File: src/rtl/tap_config_params.svh
`ifndef TAP_CONFIG_PARAMS_SVH
`define TAP_CONFIG_PARAMS_SVH
`define IR_WIDTH            6
`define IR_REPROGRAM        6'h0b
`define IR_CONFIG_IN        6'h05
`define IR_BYPASS           6'h3f
`define IR_CAPTURE          6'h01
`define CFG_WORD_WIDTH      32
`define CLEAR_TIME_NS       50
`define CORE_CLK_PERIOD_NS  5
`define CLEAR_CYCLES        ((`CLEAR_TIME_NS + `CORE_CLK_PERIOD_NS - 1) / `CORE_CLK_PERIOD_NS)
`endif

File: src/rtl/tap_config_pkg.sv
package tap_config_pkg;
    typedef enum logic [3:0] {
        TLR = 4'h0, RTI = 4'h1, SEL_DR = 4'h2, CAP_DR = 4'h3,
        SH_DR = 4'h4, EX1_DR = 4'h5, PA_DR = 4'h6, EX2_DR = 4'h7,
        UPD_DR = 4'h8, SEL_IR = 4'h9, CAP_IR = 4'ha, SH_IR = 4'hb,
        EX1_IR = 4'hc, PA_IR = 4'hd, EX2_IR = 4'he, UPD_IR = 4'hf
    } tap_state_type;
endpackage

File: src/rtl/tap_config_loader.sv
`timescale 1ns/10ps
`include "tap_config_params.svh"
module tap_config_loader
    import tap_config_pkg::*;
#(
    parameter int WORD_WIDTH = `CFG_WORD_WIDTH
) (
    // clock and reset
    input  wire logic                            core_clk,
    input  wire logic                            rst_n,
    // test access port pins
    input  wire logic                            tck,
    input  wire logic                            tms,
    input  wire logic                            tdi,
    output logic                                 tdo,
    output logic                                 tdo_oe_n,
    // configuration side
    output logic                                 config_clear,
    output logic                                 config_loading,
    output logic [WORD_WIDTH-1:0]                config_word,
    output logic                                 config_word_valid,
    output tap_config_pkg::tap_state_type        tap_state,
    output logic [`IR_WIDTH-1:0]                 active_instruction
);
    import tap_config_pkg::*;

    logic [1:0]            tck_sync;
    logic [1:0]            tms_sync;
    logic [1:0]            tdi_sync;
    logic                  tck_prev;
    logic                  tck_rise;
    logic                  tck_fall;
    logic [`IR_WIDTH-1:0]  ir_shift;
    logic [WORD_WIDTH-1:0] dr_shift;
    localparam int COUNT_WIDTH = $clog2(WORD_WIDTH);

    logic [COUNT_WIDTH-1:0] bit_count;
    logic [7:0]            clear_count;
    logic [2:0]            tms_high_run;
    logic                  tdo_bit;
    tap_state_type         next_tap_state;

    function automatic tap_state_type tap_next(input tap_state_type s, input logic m);
        unique case (s)
            TLR:    tap_next = m ? TLR    : RTI;
            RTI:    tap_next = m ? SEL_DR : RTI;
            SEL_DR: tap_next = m ? SEL_IR : CAP_DR;
            CAP_DR: tap_next = m ? EX1_DR : SH_DR;
            SH_DR:  tap_next = m ? EX1_DR : SH_DR;
            EX1_DR: tap_next = m ? UPD_DR : PA_DR;
            PA_DR:  tap_next = m ? EX2_DR : PA_DR;
            EX2_DR: tap_next = m ? UPD_DR : SH_DR;
            UPD_DR: tap_next = m ? SEL_DR : RTI;
            SEL_IR: tap_next = m ? TLR    : CAP_IR;
            CAP_IR: tap_next = m ? EX1_IR : SH_IR;
            SH_IR:  tap_next = m ? EX1_IR : SH_IR;
            EX1_IR: tap_next = m ? UPD_IR : PA_IR;
            PA_IR:  tap_next = m ? EX2_IR : PA_IR;
            EX2_IR: tap_next = m ? UPD_IR : SH_IR;
            UPD_IR: tap_next = m ? SEL_DR : RTI;
        endcase
    endfunction

    // pin synchronisers
    always_ff @(posedge core_clk) begin
        if (!rst_n) begin
            tck_sync <= 2'h0;
            tms_sync <= 2'h0;
            tdi_sync <= 2'h0;
            tck_prev <= 1'b0;
        end else begin
            tck_sync <= {tck_sync[0], tck};
            tms_sync <= {tms_sync[0], tms};
            tdi_sync <= {tdi_sync[0], tdi};
            tck_prev <= tck_sync[1];
        end
    end
    assign tck_rise = tck_sync[1] & ~tck_prev;
    assign tck_fall = ~tck_sync[1] & tck_prev;

    assign next_tap_state = tap_next(tap_state, tms_sync[1]);

    // tap controller
    always_ff @(posedge core_clk) begin
        if (!rst_n)
            tap_state <= TLR;
        else if (tck_rise)
            tap_state <= next_tap_state;
    end

    // run of tck rises with tms high, saturating
    always_ff @(posedge core_clk) begin
        if (!rst_n)
            tms_high_run <= 3'h0;
        else if (tck_rise && !tms_sync[1])
            tms_high_run <= 3'h0;
        else if (tck_rise && tms_high_run != 3'h7)
            tms_high_run <= tms_high_run + 3'h1;
    end

    // instruction register, new instruction takes effect on falling tck in update-ir
    always_ff @(posedge core_clk) begin
        if (!rst_n) begin
            ir_shift           <= `IR_CAPTURE;
            active_instruction <= `IR_BYPASS;
        end else if (tck_rise) begin
            unique case (tap_state)
                TLR: active_instruction <= `IR_BYPASS;
                CAP_IR: ir_shift <= `IR_CAPTURE;
                SH_IR: ir_shift <= {tdi_sync[1], ir_shift[`IR_WIDTH-1:1]};
                default: ;
            endcase
        end else if (tck_fall && tap_state == UPD_IR) begin
            active_instruction <= ir_shift;
        end
    end

    // configuration clear after the reprogram opcode
    always_ff @(posedge core_clk) begin
        if (!rst_n)
            clear_count <= 8'h0;
        else if (tck_fall && tap_state == UPD_IR && ir_shift == `IR_REPROGRAM)
            clear_count <= 8'(`CLEAR_CYCLES);
        else if (clear_count != 8'h0)
            clear_count <= clear_count - 8'h1;
    end
    assign config_clear = (clear_count != 8'h0);
    assign config_loading = (active_instruction == `IR_CONFIG_IN);

    // bitstream data path, msb first
    always_ff @(posedge core_clk) begin
        if (!rst_n) begin
            dr_shift          <= '0;
            bit_count         <= '0;
            config_word       <= '0;
            config_word_valid <= 1'b0;
        end else begin
            config_word_valid <= 1'b0;
            if (tck_rise && config_loading) begin
                if (tap_state == CAP_DR)
                    bit_count <= '0;
                else if (tap_state == SH_DR) begin
                    dr_shift <= {dr_shift[WORD_WIDTH-2:0], tdi_sync[1]};
                    bit_count <= bit_count + 1'b1;
                    if (bit_count == COUNT_WIDTH'(WORD_WIDTH - 1)) begin
                        config_word       <= {dr_shift[WORD_WIDTH-2:0], tdi_sync[1]};
                        config_word_valid <= 1'b1;
                    end
                end
            end
        end
    end

    // tdo changes on falling tck
    always_ff @(posedge core_clk) begin
        if (!rst_n) begin
            tdo      <= 1'b0;
            tdo_oe_n <= 1'b1;
        end else if (tck_fall) begin
            tdo      <= tdo_bit;
            tdo_oe_n <= !(tap_state == SH_IR || tap_state == SH_DR);
        end
    end
    assign tdo_bit = (tap_state == SH_IR) ? ir_shift[0] : dr_shift[WORD_WIDTH-1];

    property p_tlr_five;
        @(posedge core_clk) disable iff (!rst_n)
        (tms_high_run >= 3'h5) |-> tap_state == TLR;
    endproperty
    a_tlr_five: assert property (p_tlr_five) else $error("no test-logic-reset");
    property p_tap_reset_from_ir;
        @(posedge core_clk) disable iff (!rst_n)
        (tck_rise && tap_state == SEL_IR && tms_sync[1]) |=> tap_state == TLR;
    endproperty
    a_tap_reset_from_ir: assert property (p_tap_reset_from_ir) else $error("no reset");
    property p_shift_ir_entry;
        @(posedge core_clk) disable iff (!rst_n)
        (tck_rise && tap_state == CAP_IR && !tms_sync[1]) |=> tap_state == SH_IR;
    endproperty
    a_shift_ir_entry: assert property (p_shift_ir_entry) else $error("no shift-ir");
    property p_ir_update;
        @(posedge core_clk) disable iff (!rst_n)
        (tck_fall && tap_state == UPD_IR) |=> active_instruction == $past(ir_shift);
    endproperty
    a_ir_update: assert property (p_ir_update) else $error("ir not loaded");
    property p_clear;
        @(posedge core_clk) disable iff (!rst_n)
        (tck_fall && tap_state == UPD_IR && ir_shift == `IR_REPROGRAM)
            |=> config_clear [*8];
    endproperty
    a_clear: assert property (p_clear) else $error("clear too short");
    property p_ir_shift_lsb;
        @(posedge core_clk) disable iff (!rst_n)
        (tck_rise && tap_state == SH_IR) |=> ir_shift[`IR_WIDTH-1] == $past(tdi_sync[1]);
    endproperty
    a_ir_shift_lsb: assert property (p_ir_shift_lsb) else $error("ir shift");
    property p_dr_shift_msb;
        @(posedge core_clk) disable iff (!rst_n)
        (tck_rise && tap_state == SH_DR && config_loading)
            |=> dr_shift[0] == $past(tdi_sync[1]);
    endproperty
    a_dr_shift_msb: assert property (p_dr_shift_msb) else $error("dr shift");
    property p_last_bit;
        @(posedge core_clk) disable iff (!rst_n)
        (tck_rise && tap_state == SH_DR && tms_sync[1]) |=> tap_state == EX1_DR;
    endproperty
    a_last_bit: assert property (p_last_bit) else $error("no exit1-dr");
    property p_word_only_loading;
        @(posedge core_clk) disable iff (!rst_n)
        config_word_valid |-> $past(config_loading) && $past(tap_state) == SH_DR;
    endproperty
    a_word_only_loading: assert property (p_word_only_loading) else $error("stray word");
    property p_tdo_idle;
        @(posedge core_clk) disable iff (!rst_n)
        (tck_fall && tap_state == RTI) |=> tdo_oe_n;
    endproperty
    a_tdo_idle: assert property (p_tdo_idle) else $error("tdo driven");
    c_reprogram: cover property (@(posedge core_clk) disable iff (!rst_n) config_clear);
    c_loading: cover property (@(posedge core_clk) disable iff (!rst_n) config_loading);
    c_word: cover property (@(posedge core_clk) disable iff (!rst_n) config_word_valid);
    c_exit_dr: cover property (@(posedge core_clk) disable iff (!rst_n) tap_state == EX1_DR);
endmodule // tap_config_loader

File: config.mk
export PLATFORM = sky130hd
export DESIGN_NAME = tap_config_loader
export DESIGN_NICKNAME = d
export VERILOG_FILES = /design/src/rtl/tap_config_pkg.sv /design/src/rtl/tap_config_loader.sv
export VERILOG_INCLUDE_DIRS = /design/src /design/src/rtl
export SDC_FILE = /design/constraint.sdc
export NUM_CORES = 1
export LEC_CHECK = 0
export ABC_AREA = 0
export BUFFER_PORTS_ARGS = -buffer_cell sky130_fd_sc_hd__buf_2
export CORE_ASPECT_RATIO = 1.2
export CORE_MARGIN = 3
export CORE_UTILIZATION = 32
export DETAILED_ROUTE_END_ITERATION = 8
export PLACE_DENSITY_LB_ADDON = 0.2
export SYNTH_ARGS = -nofsm -noshare
export SYNTH_HDL_FRONTEND = slang
export SYNTH_SLANG_ARGS = --single-unit
File: constraint.sdc
create_clock -name core_clk -period 2.7 [get_ports core_clk]
set_input_delay 0.135 -clock core_clk [delete_from_list [all_inputs] [get_ports core_clk]]
set_output_delay 0.135 -clock core_clk [all_outputs]
set_load 0.02 [all_outputs]
---- Word level (Yosys, flattened, before mapping) ----
Index checks and enable logic that the tools add are counted.
storage, ports and cells
  output and inout port bits .............. 47
  logic and storage cells ................. 88
  flip-flop bits (word level) ............. 103
operators by class
  multiplexer cells ....................... 23
  add/subtract/negate cells ............... 2
  bitwise operators ....................... 8
  reduce and logical (&&, ||, !) cells .... 21
  equal/unequal tests ..................... 19
operators by type and width
  operator               number
  $pmux W4 S12           1
  $eq A4 B4 Y1 const B   8
  $mux W4                6
  $mux W6                3
  $eq A4 B3 Y1 const B   4
  $pmux W6 S2            1
  $mux W5                2
  $eq A4 B2 Y1 const B   2
  $reduce_bool A2 Y1     4
  $reduce_bool A8 Y1     1
  $sub A8 B1 Y8 const B  1
  $eq A6 B3 Y1 const B   1
  $eq A6 B4 Y1 const B   1
  $mux W2                3
  $mux W3                2
  $not A1 Y1             6
  $reduce_and A2 Y1      3
  $reduce_or A2 Y1       3
  $add A5 B1 Y5 const B  1
  $eq A5 B5 Y1 const B   1
  $mux W1                5
  $eq A4 B1 Y1 const B   1
  $logic_not A4 Y1       1
  $reduce_and A4 Y1      1
  other kinds (8)        11

---- Depth between registers and ports, before layout ----
Gate-level depths: netlist (run 1).
  depth after elaboration ................. 5
  depth in mapped cells ................... 8
  gate-level depth less buffers ........... 6

---- Least setup slack after synthesis (run 1) ----
OpenSTA, ideal clock, no wires.
  path kind ............................... flip-flop to flip-flop
  start ................................... register clear_count[0]
  end ..................................... register clear_count[3]
  cell stages (with the launch flop) ...... 8
  clock period less this slack ............ 1.804 ns
  required time ........................... 2.580 ns
  slack ................................... 0.896 ns
  arrival time ............................ 1.685 ns
  cell sequence ........................... dfxtp_1 > inv_1 > ha_1 > or3b_1 > nand2b_1 > clkbuf_1 > nor2b_1 > o31a_1
RTL lines
  what                          line                      text
  from (decl)                   tap_config_loader.sv:38   logic [7:0] clear_count;
  from (signal assigned)        tap_config_loader.sv:123  clear_count <= 8'(`CLEAR_CYCLES);
  from (signal assigned)        tap_config_loader.sv:125  clear_count <= clear_count - 8'h1;
  $reduce_bool A8 Y1            --
  named net config_clear        tap_config_loader.sv:18   output logic config_clear,
  $reduce_bool A2 Y1 (no line)  --
The timed path passes the listed nets, and every way through them passes these cells. The select of a mux whose other input is x is not followed.
A chain may end at the register's enable or synchronous reset.

---- Worst setup path after layout (run 1) ----
  start ................................... register tap_state[2]
  end ..................................... register dr_shift[6]
between the ends
  cells in the longest elaborated chain, start to end .. 3
RTL lines
  what                           line                      text
  from (decl)                    tap_config_loader.sv:22   output tap_config_pkg::tap_state_type tap_state,
  from (signal assigned)         tap_config_loader.sv:88   tap_state <= next_tap_state;
  $eq A4 B2 Y1                   tap_config_loader.sv:140  if (tap_state == CAP_DR)
  $not A1 Y1 (no line)           --
  $reduce_and A3 Y1 (no line) *  --
  to (signal assigned)           tap_config_loader.sv:143  dr_shift <= {dr_shift[WORD_WIDTH-2:0], tdi_sync[1]};
  to (decl)                      tap_config_loader.sv:34   logic [WORD_WIDTH-1:0] dr_shift;
Every way passes the cells marked *; elsewhere a longest branch is shown, timed or not.

==> impl_metrics.csv, run 1 <==
group,metric,value,unit
place,place_ws,674,ps
finish,final_cells,694,
outcome,status,"complete, no violations",
route,drt_wl_total,8810,um
setup_path,critPathTopFamily,"simple AND/OR/NAND/NOR gates",
power,switching_share,25.0,%
sta,setup-tns-final,0,ps
power,power_frac_comb,11.8,%
sta,clock.fmax,0.496,GHz
place,hpwl,5690,um
yosys,synth_top_flop_cell,"dfxtp_1",
clock_network,cts.repair.resized,0,
setup_path,crit_path_max_incr_delay,680,ps
yosys,synth_edf_count,0,
floorplanning,coreArea,0.0129,sq mm
sta,fin_crit_sh,74.6,%
clock_network,numCtsBuffers,9,
setup_path,critPathKind,"flip-flop to flip-flop",
worst_hold_path,hold_depth,2,
setup_path,r2r_cells,5,
power,p_leak,1.97,nW
setup_path,crit_path_end_kind,"flip-flop",
power,p_sw,818,uW
setup_path,critPathMaxFanout,36,
yosys,synth_cell_types,54,
floorplanning,die_height,133,um
run,drv_cap,0,
setup_path,critPathRequiredTime,2980,ps
sta,rsz0062_at_grt,"false",
finish,drive_above_1_share,20.0,%
global_route,grt_max_degree,87,
finish,final_core_util,38.4,%
sta,fin_ws,685,ps
setup_path,cp_num_cells,5,
route,ant_nets,0,
sta,relSlewSlack,48.5,%
yosys,synth_area_per_cell,8.74,sq um
route,dr_total_vias,3384,
sta,hold_viol_final,0,
clock_network,clock_latency,350,ps
power,intPower,2.45,mW
clock_network,cts.sinks,103,
floorplanning,die_w,112,um
finish,n_antenna_cell,0,
global_route,grt_usage,12.1,%
global_route,overflow,0,
power,peakVddDrop,0.000251,V
yosys,yosys_warnings,0,
finish,nets,533,
sta,setup_viol,0,
finish,syn_to_final_growth,15.0,%
route,viasPerCell,4.88,
finish,fillers,1306,
setup_path,path_cells,"nor4b_4 > and4_1 > buf_4 > nand2_1 > a21boi_2",
setup_path,cp.arrival,2300,ps
power,pwr-share-seq,50.3,%
clock_network,clk_pin_slew,70,ps
route,wire_per_inst,12.7,um
floorplanning,die_area,0.0149,sq mm
power,p_clk_share,37.9,%
sta,period_needed,2010,ps
route,drtIter0Drc,164,
global_route,grt_pass1_wl,15100,um
clock_network,root_buffer,"clkbuf_16",
yosys,synth_cells,492,
clock_network,ctsLongestPathBuffers,2,
global_route,grt_pass1_vias,3144,
sta,final_max_slew_viol_count,0,
setup_path,critPathLaunchType,"flip-flop",
clock_network,htree_levels,3,
clock_network,cts_tree,"yes",
worst_hold_path,hp-class,"input pin to flip-flop",
floorplanning,rows,45,
yosys,postSynth.asyncResetShare,0,%
floorplanning,start_util,33.4,%
global_route,antenna_found_initial,0,
yosys,synth_fp_nets,500,
yosys,seq_area_frac_synth,47.9,%
sta,tightest_slew,772,ps
finish,seqCellArea,0.00206,sq mm
sta,clock_skew,10.7,ps
setup_path,slowest_stage,"dfxtp_1",
power,power_density,661,mW/mm^2
place,placement.io_buffers,51,
finish,multiInputGateArea,0.00202,sq mm
floorplanning,io_pins,52,
yosys,ys_ff_latch,103,
yosys,netlist_area,0.00430,sq mm
route,firstDrtPassIters,4,
setup_path,cp_num_buf_inv,1,
place,gp_congestion,0.728,
place,dp.cells,675,
route,drc,0,
-- power groups by stage --
| stage | Combinational (mW) | Clock (mW) | Sequential [mW] |
|---|---|---|---|
| after floorplan | 0.331 | 0 | 1.66 |
| after global placement | 0.371 | 0 | 1.68 |
| after detailed placement | 0.388 | 0 | 1.68 |
| after CTS | 0.392 | 1.29 | 1.64 |
| after global routing | 0.431 | 1.35 | 1.65 |
| final | 0.385 | 1.24 | 1.64 |
-- final timing paths --
check	from	to	slack [ps]
max	tap_state[2]	dr_shift[6]	690
min	rst_n	active_instruction[3]	320
max reg2reg	tap_state[2]	dr_shift[6]	690
min reg2reg	tms_sync[0]	tms_sync[1]	440
-- metrics by stage --
stage,instance area [sq um],total power [mW],hold slack (ps)
global route,4950,3.43,342
global placement,4630,2.05,343
floorplan,4300,1.99,262
detailed placement,4630,2.07,349
CTS,4950,3.32,313
finish,4950,3.27,320
-- logic make-up (layout without fill, tap and decap cells) --
group | count (synthesis) | in the layout | share of synthesized area (%)
flip-flops | 103 | 103 | 47.9
XOR/XNOR | 7 | 7 | 1.43
buffers and inverters | 44 | 82 | 5.09
multiplexers | 3 | 3 | 0.698
AND/OR/NAND/NOR | 254 | 254 | 29.0
AO/OA/AOI/OAI | 78 | 78 | 15.0
adder cells (fa/ha/maj) | 3 | 3 | 0.873
-- flip-flops by register name, indices dropped and copies added, names as in the netlist --
| register | cells |
|---|---|
| tdi_sync | 2 |
| tdo_oe_n | 1 |
| config_word | 32 |
| dr_shift | 32 |
| bit_count | 5 |
| tap_state | 4 |
| active_instruction | 6 |
| tck_sync | 2 |
| tck_prev | 1 |
| ir_shift | 6 |
| tms_sync | 2 |
| clear_count | 8 |
| config_word_valid | 1 |
| tdo | 1 |
-- synthesized netlist by cell type (all sizes together), types with 4 or more instances --
master	count	area (sq um)
buf	14	106
xnor2	6	52.6
nor2b	9	56.3
o22ai	9	56.3
nor3	5	25.0
dfxtp	103	2060
nor2	13	48.8
and2	11	68.8
clkbuf	26	97.6
inv	4	15.0
nand2	111	417
a21boi	40	398
nand3	72	360
nand2b	5	31.3
a21oi	6	30.0
o21ai	10	50.1
-- routing by layer --
| layer | global-route usage [%] | up-vias | part of all wire, % |
|---|---|---|---|
| met5 | 0 | - | 0 |
| met4 | 5.07 | 0 | 1.7 |
| met3 | 2.65 | 10 | 3.4 |
| met2 | 19.0 | 46 | 47 |
| met1 | 16.0 | 1576 | 48 |
| li1 | - | 1752 | - |
-- what timing repair did --
item / CTS / global route
setup buffers: 0 / 0
hold buffers: 3 / 0
endpoints found under the hold margin: 3 / 0
-- cells in the final DEF, fill, tap and decap left out, types with 10 or more instances in the layout --
cell / instances
buf_2: 50
dfxtp_1: 103
a21boi_2: 26
nand2_1: 111
o21ai_0: 10
nand3_1: 72
and2_1: 11
nor2_1: 13
-- layout make-up --
class | instances | area share (%)
clock buffers | 12 | 5.19
clock inverters | 4 | 0.557
inverters | 4 | 0.304
multi-input cells | 345 | 40.8
flip-flops and latches | 103 | 41.7
well taps | 164 | 4.15
repair buffers | 62 | 7.29
Power figures use the tool's default switching activity.
==> run 2, diff against run 1 <==
Clock period 2.7 ns to 2 ns, I/O delays scaled along.
==> impl_metrics.csv, run 2 (synthesis gave the netlist of run 1 again) <==
group,metric,value,unit
outcome,status,"complete, no violations",
finish,drive_above_1_share,20.4,%
route,dr_total_vias,3417,
power,p_clk_share,38.5,%
floorplanning,die_height,133,um
place,gp_congestion,0.723,
sta,period_needed,1880,ps
floorplanning,coreArea,0.0129,sq mm
route,wl_met2,4210,um
route,ant_nets,0,
setup_path,crit_path_max_incr_delay,400,ps
power,p_leak,2.00,nW
global_route,grt_usage,12.3,%
sta,rsz0062_at_grt,"false",
sta,fin_ws,115,ps
place,place_ws,251,ps
clock_network,cts.repair.resized,0,
route,drt_wl_total,8870,um
setup_path,crit_start,"clear_count[1]",
finish,final_common_cell,"nand2_1",
clock_network,numCtsBuffers,9,
global_route,grt_max_degree,72,
finish,largest_registers,"config_word: 32 flops, dr_shift: 32 flops, clear_count: 8 flops",
sta,clock_skew,9.94,ps
sta,hold_viol_final,0,
place,hpwl,5850,um
global_route,overflow,0,
clock_network,cts_setup_buffers,0,
sta,setup-tns-final,0,ps
power,finalPower,4.48,mW
finish,final_cells,698,
setup_path,r2r_cells,6,
finish,syn_to_final_growth,16.6,%
sta,relSlewSlack,67.5,%
sta,setup_viol,0,
setup_path,critPathKind,"flip-flop to primary output",
setup_path,cp.arrival,1780,ps
worst_hold_path,hp-class,"input pin to flip-flop",
sta,fin_crit_sh,94.2,%
finish,final_cell_mix,"nand2_1 (111), dfxtp_1 (103), nand3_1 (72)",
finish,nets,538,
setup_path,slowest_stage,"or3b_1",
clock_network,clock_latency,340,ps
route,wl_met1,4220,um
power,switching_share,24.2,%
global_route,grt_pass1_vias,3307,
route,drc,0,
route,viasPerCell,4.90,
route,wl_met3,328,um
route,highest_layer,"met4",
floorplanning,die_w,112,um
floorplanning,io_pins,52,
sta,final_max_slew_viol_count,0,
place,dp.cells,680,
clock_network,ctsHoldBuffers,3,
setup_path,critPathLaunchType,"flip-flop",
clock_network,htree_levels,3,
clock_network,root_buffer,"clkbuf_16",
setup_path,crit_path_end_kind,"primary output",
setup_path,critPathMaxFanout,6,
floorplanning,rows,45,
power,power_density,894,mW/mm^2
setup_path,critPathCapture,"config_clear",
route,drtIter0Drc,146,
clock_network,ctsLongestPathBuffers,2,
route,wire_per_inst,12.7,um
clock_network,cts.sinks,103,
route,firstDrtPassIters,4,
setup_path,path_cells,"inv_1 > ha_1 > or3b_1 > nand2b_1 > buf_2",
setup_path,r2r_end,"clear_count[3]",
sta,clock.fmax,0.531,GHz
power,power_frac_comb,12.1,%
floorplanning,start_util,33.4,%
power,pwr-share-seq,49.4,%
sta,holdWs,166,ps
power,intPower,3.40,mW
setup_path,critPathRequiredTime,1900,ps
place,placement.io_buffers,51,
global_route,antenna_found_initial,0,
clock_network,clk_pin_slew,60,ps
finish,fillers,1324,
setup_path,reg2reg_slack,250,ps
sta,tightest_slew,488,ps
run,drv_cap,0,
setup_path,rr_startpoint,"clear_count[1]",
clock_network,cts_tree,"yes",
global_route,grt_pass1_wl,15300,um
power,p_sw,1.08,mW
floorplanning,die_area,0.0149,sq mm
finish,n_antenna_cell,0,
power,peakVddDrop,0.000363,V
[run 2: changes by cell type in the layout (fill, tap and decap cells not counted)]
cell       previous run  this run
buf_12                1         3
buf_4                 8        11
bufinv_16             0         1
clkbuf_1              1         2
clkbuf_8              2         1
clkinv_2              2         1
inv_6                 1         0
[run 2: worst min-delay path by stage]
stage,start,end,slack (ps),cells past startpoint
floorplan,tck,tck_sync[0],230,1
global placement,tdi,tdi_sync[0],310,2
detailed placement,tms,tms_sync[0],310,2
CTS,rst_n,active_instruction[0],150,2
global route,rst_n,active_instruction[0],160,2
finish,rst_n,active_instruction[2],170,2
[run 2: through the flow]
stage / instance area [sq um] / util [%]
2_1_floorplan: 4300 / -
3_3_place_gp: 4690 / 36.4
3_5_place_dp: 4690 / 36.4
4_1_cts: 5010 / 38.9
5_1_grt: 5010 / 38.9
6_report: 5010 / 38.9
[run 2: cell type report]
cell class / instances / area [sq um] / share of cell area (%)
flip-flops and latches: 103 / 2060 / 41.1
clock inverters: 3 / 43.8 / 0.873
clock buffers: 12 / 246 / 4.92
multi-input cells: 345 / 2020 / 40.3
well taps: 164 / 205 / 4.09
repair buffers: 67 / 423 / 8.43
inverters: 4 / 15.0 / 0.299
[run 2: worst max-delay path, delay by kind of cell, from the launching register on]
family	cells	cell delay, ps
buffers and inverters	2	290
and+or+nand+nor	2	660
adders and majority gates	1	180
DFF	1	320
[run 2: power groups by stage]
stage / Clock, mW / Sequential, mW / Combinational, mW
finish: 1.73 / 2.22 / 0.540
CTS: 1.78 / 2.21 / 0.548
global placement: 0 / 2.26 / 0.513
floorplan: 0 / 2.24 / 0.447
detailed placement: 0 / 2.26 / 0.541
global route: 1.85 / 2.23 / 0.606
[run 2: routing by layer]
layer,GRT usage (%),up-vias
met5,0,-
met4,4.94,0
met3,2.74,9
met2,20.3,56
met1,15.4,1595
li1,-,1757
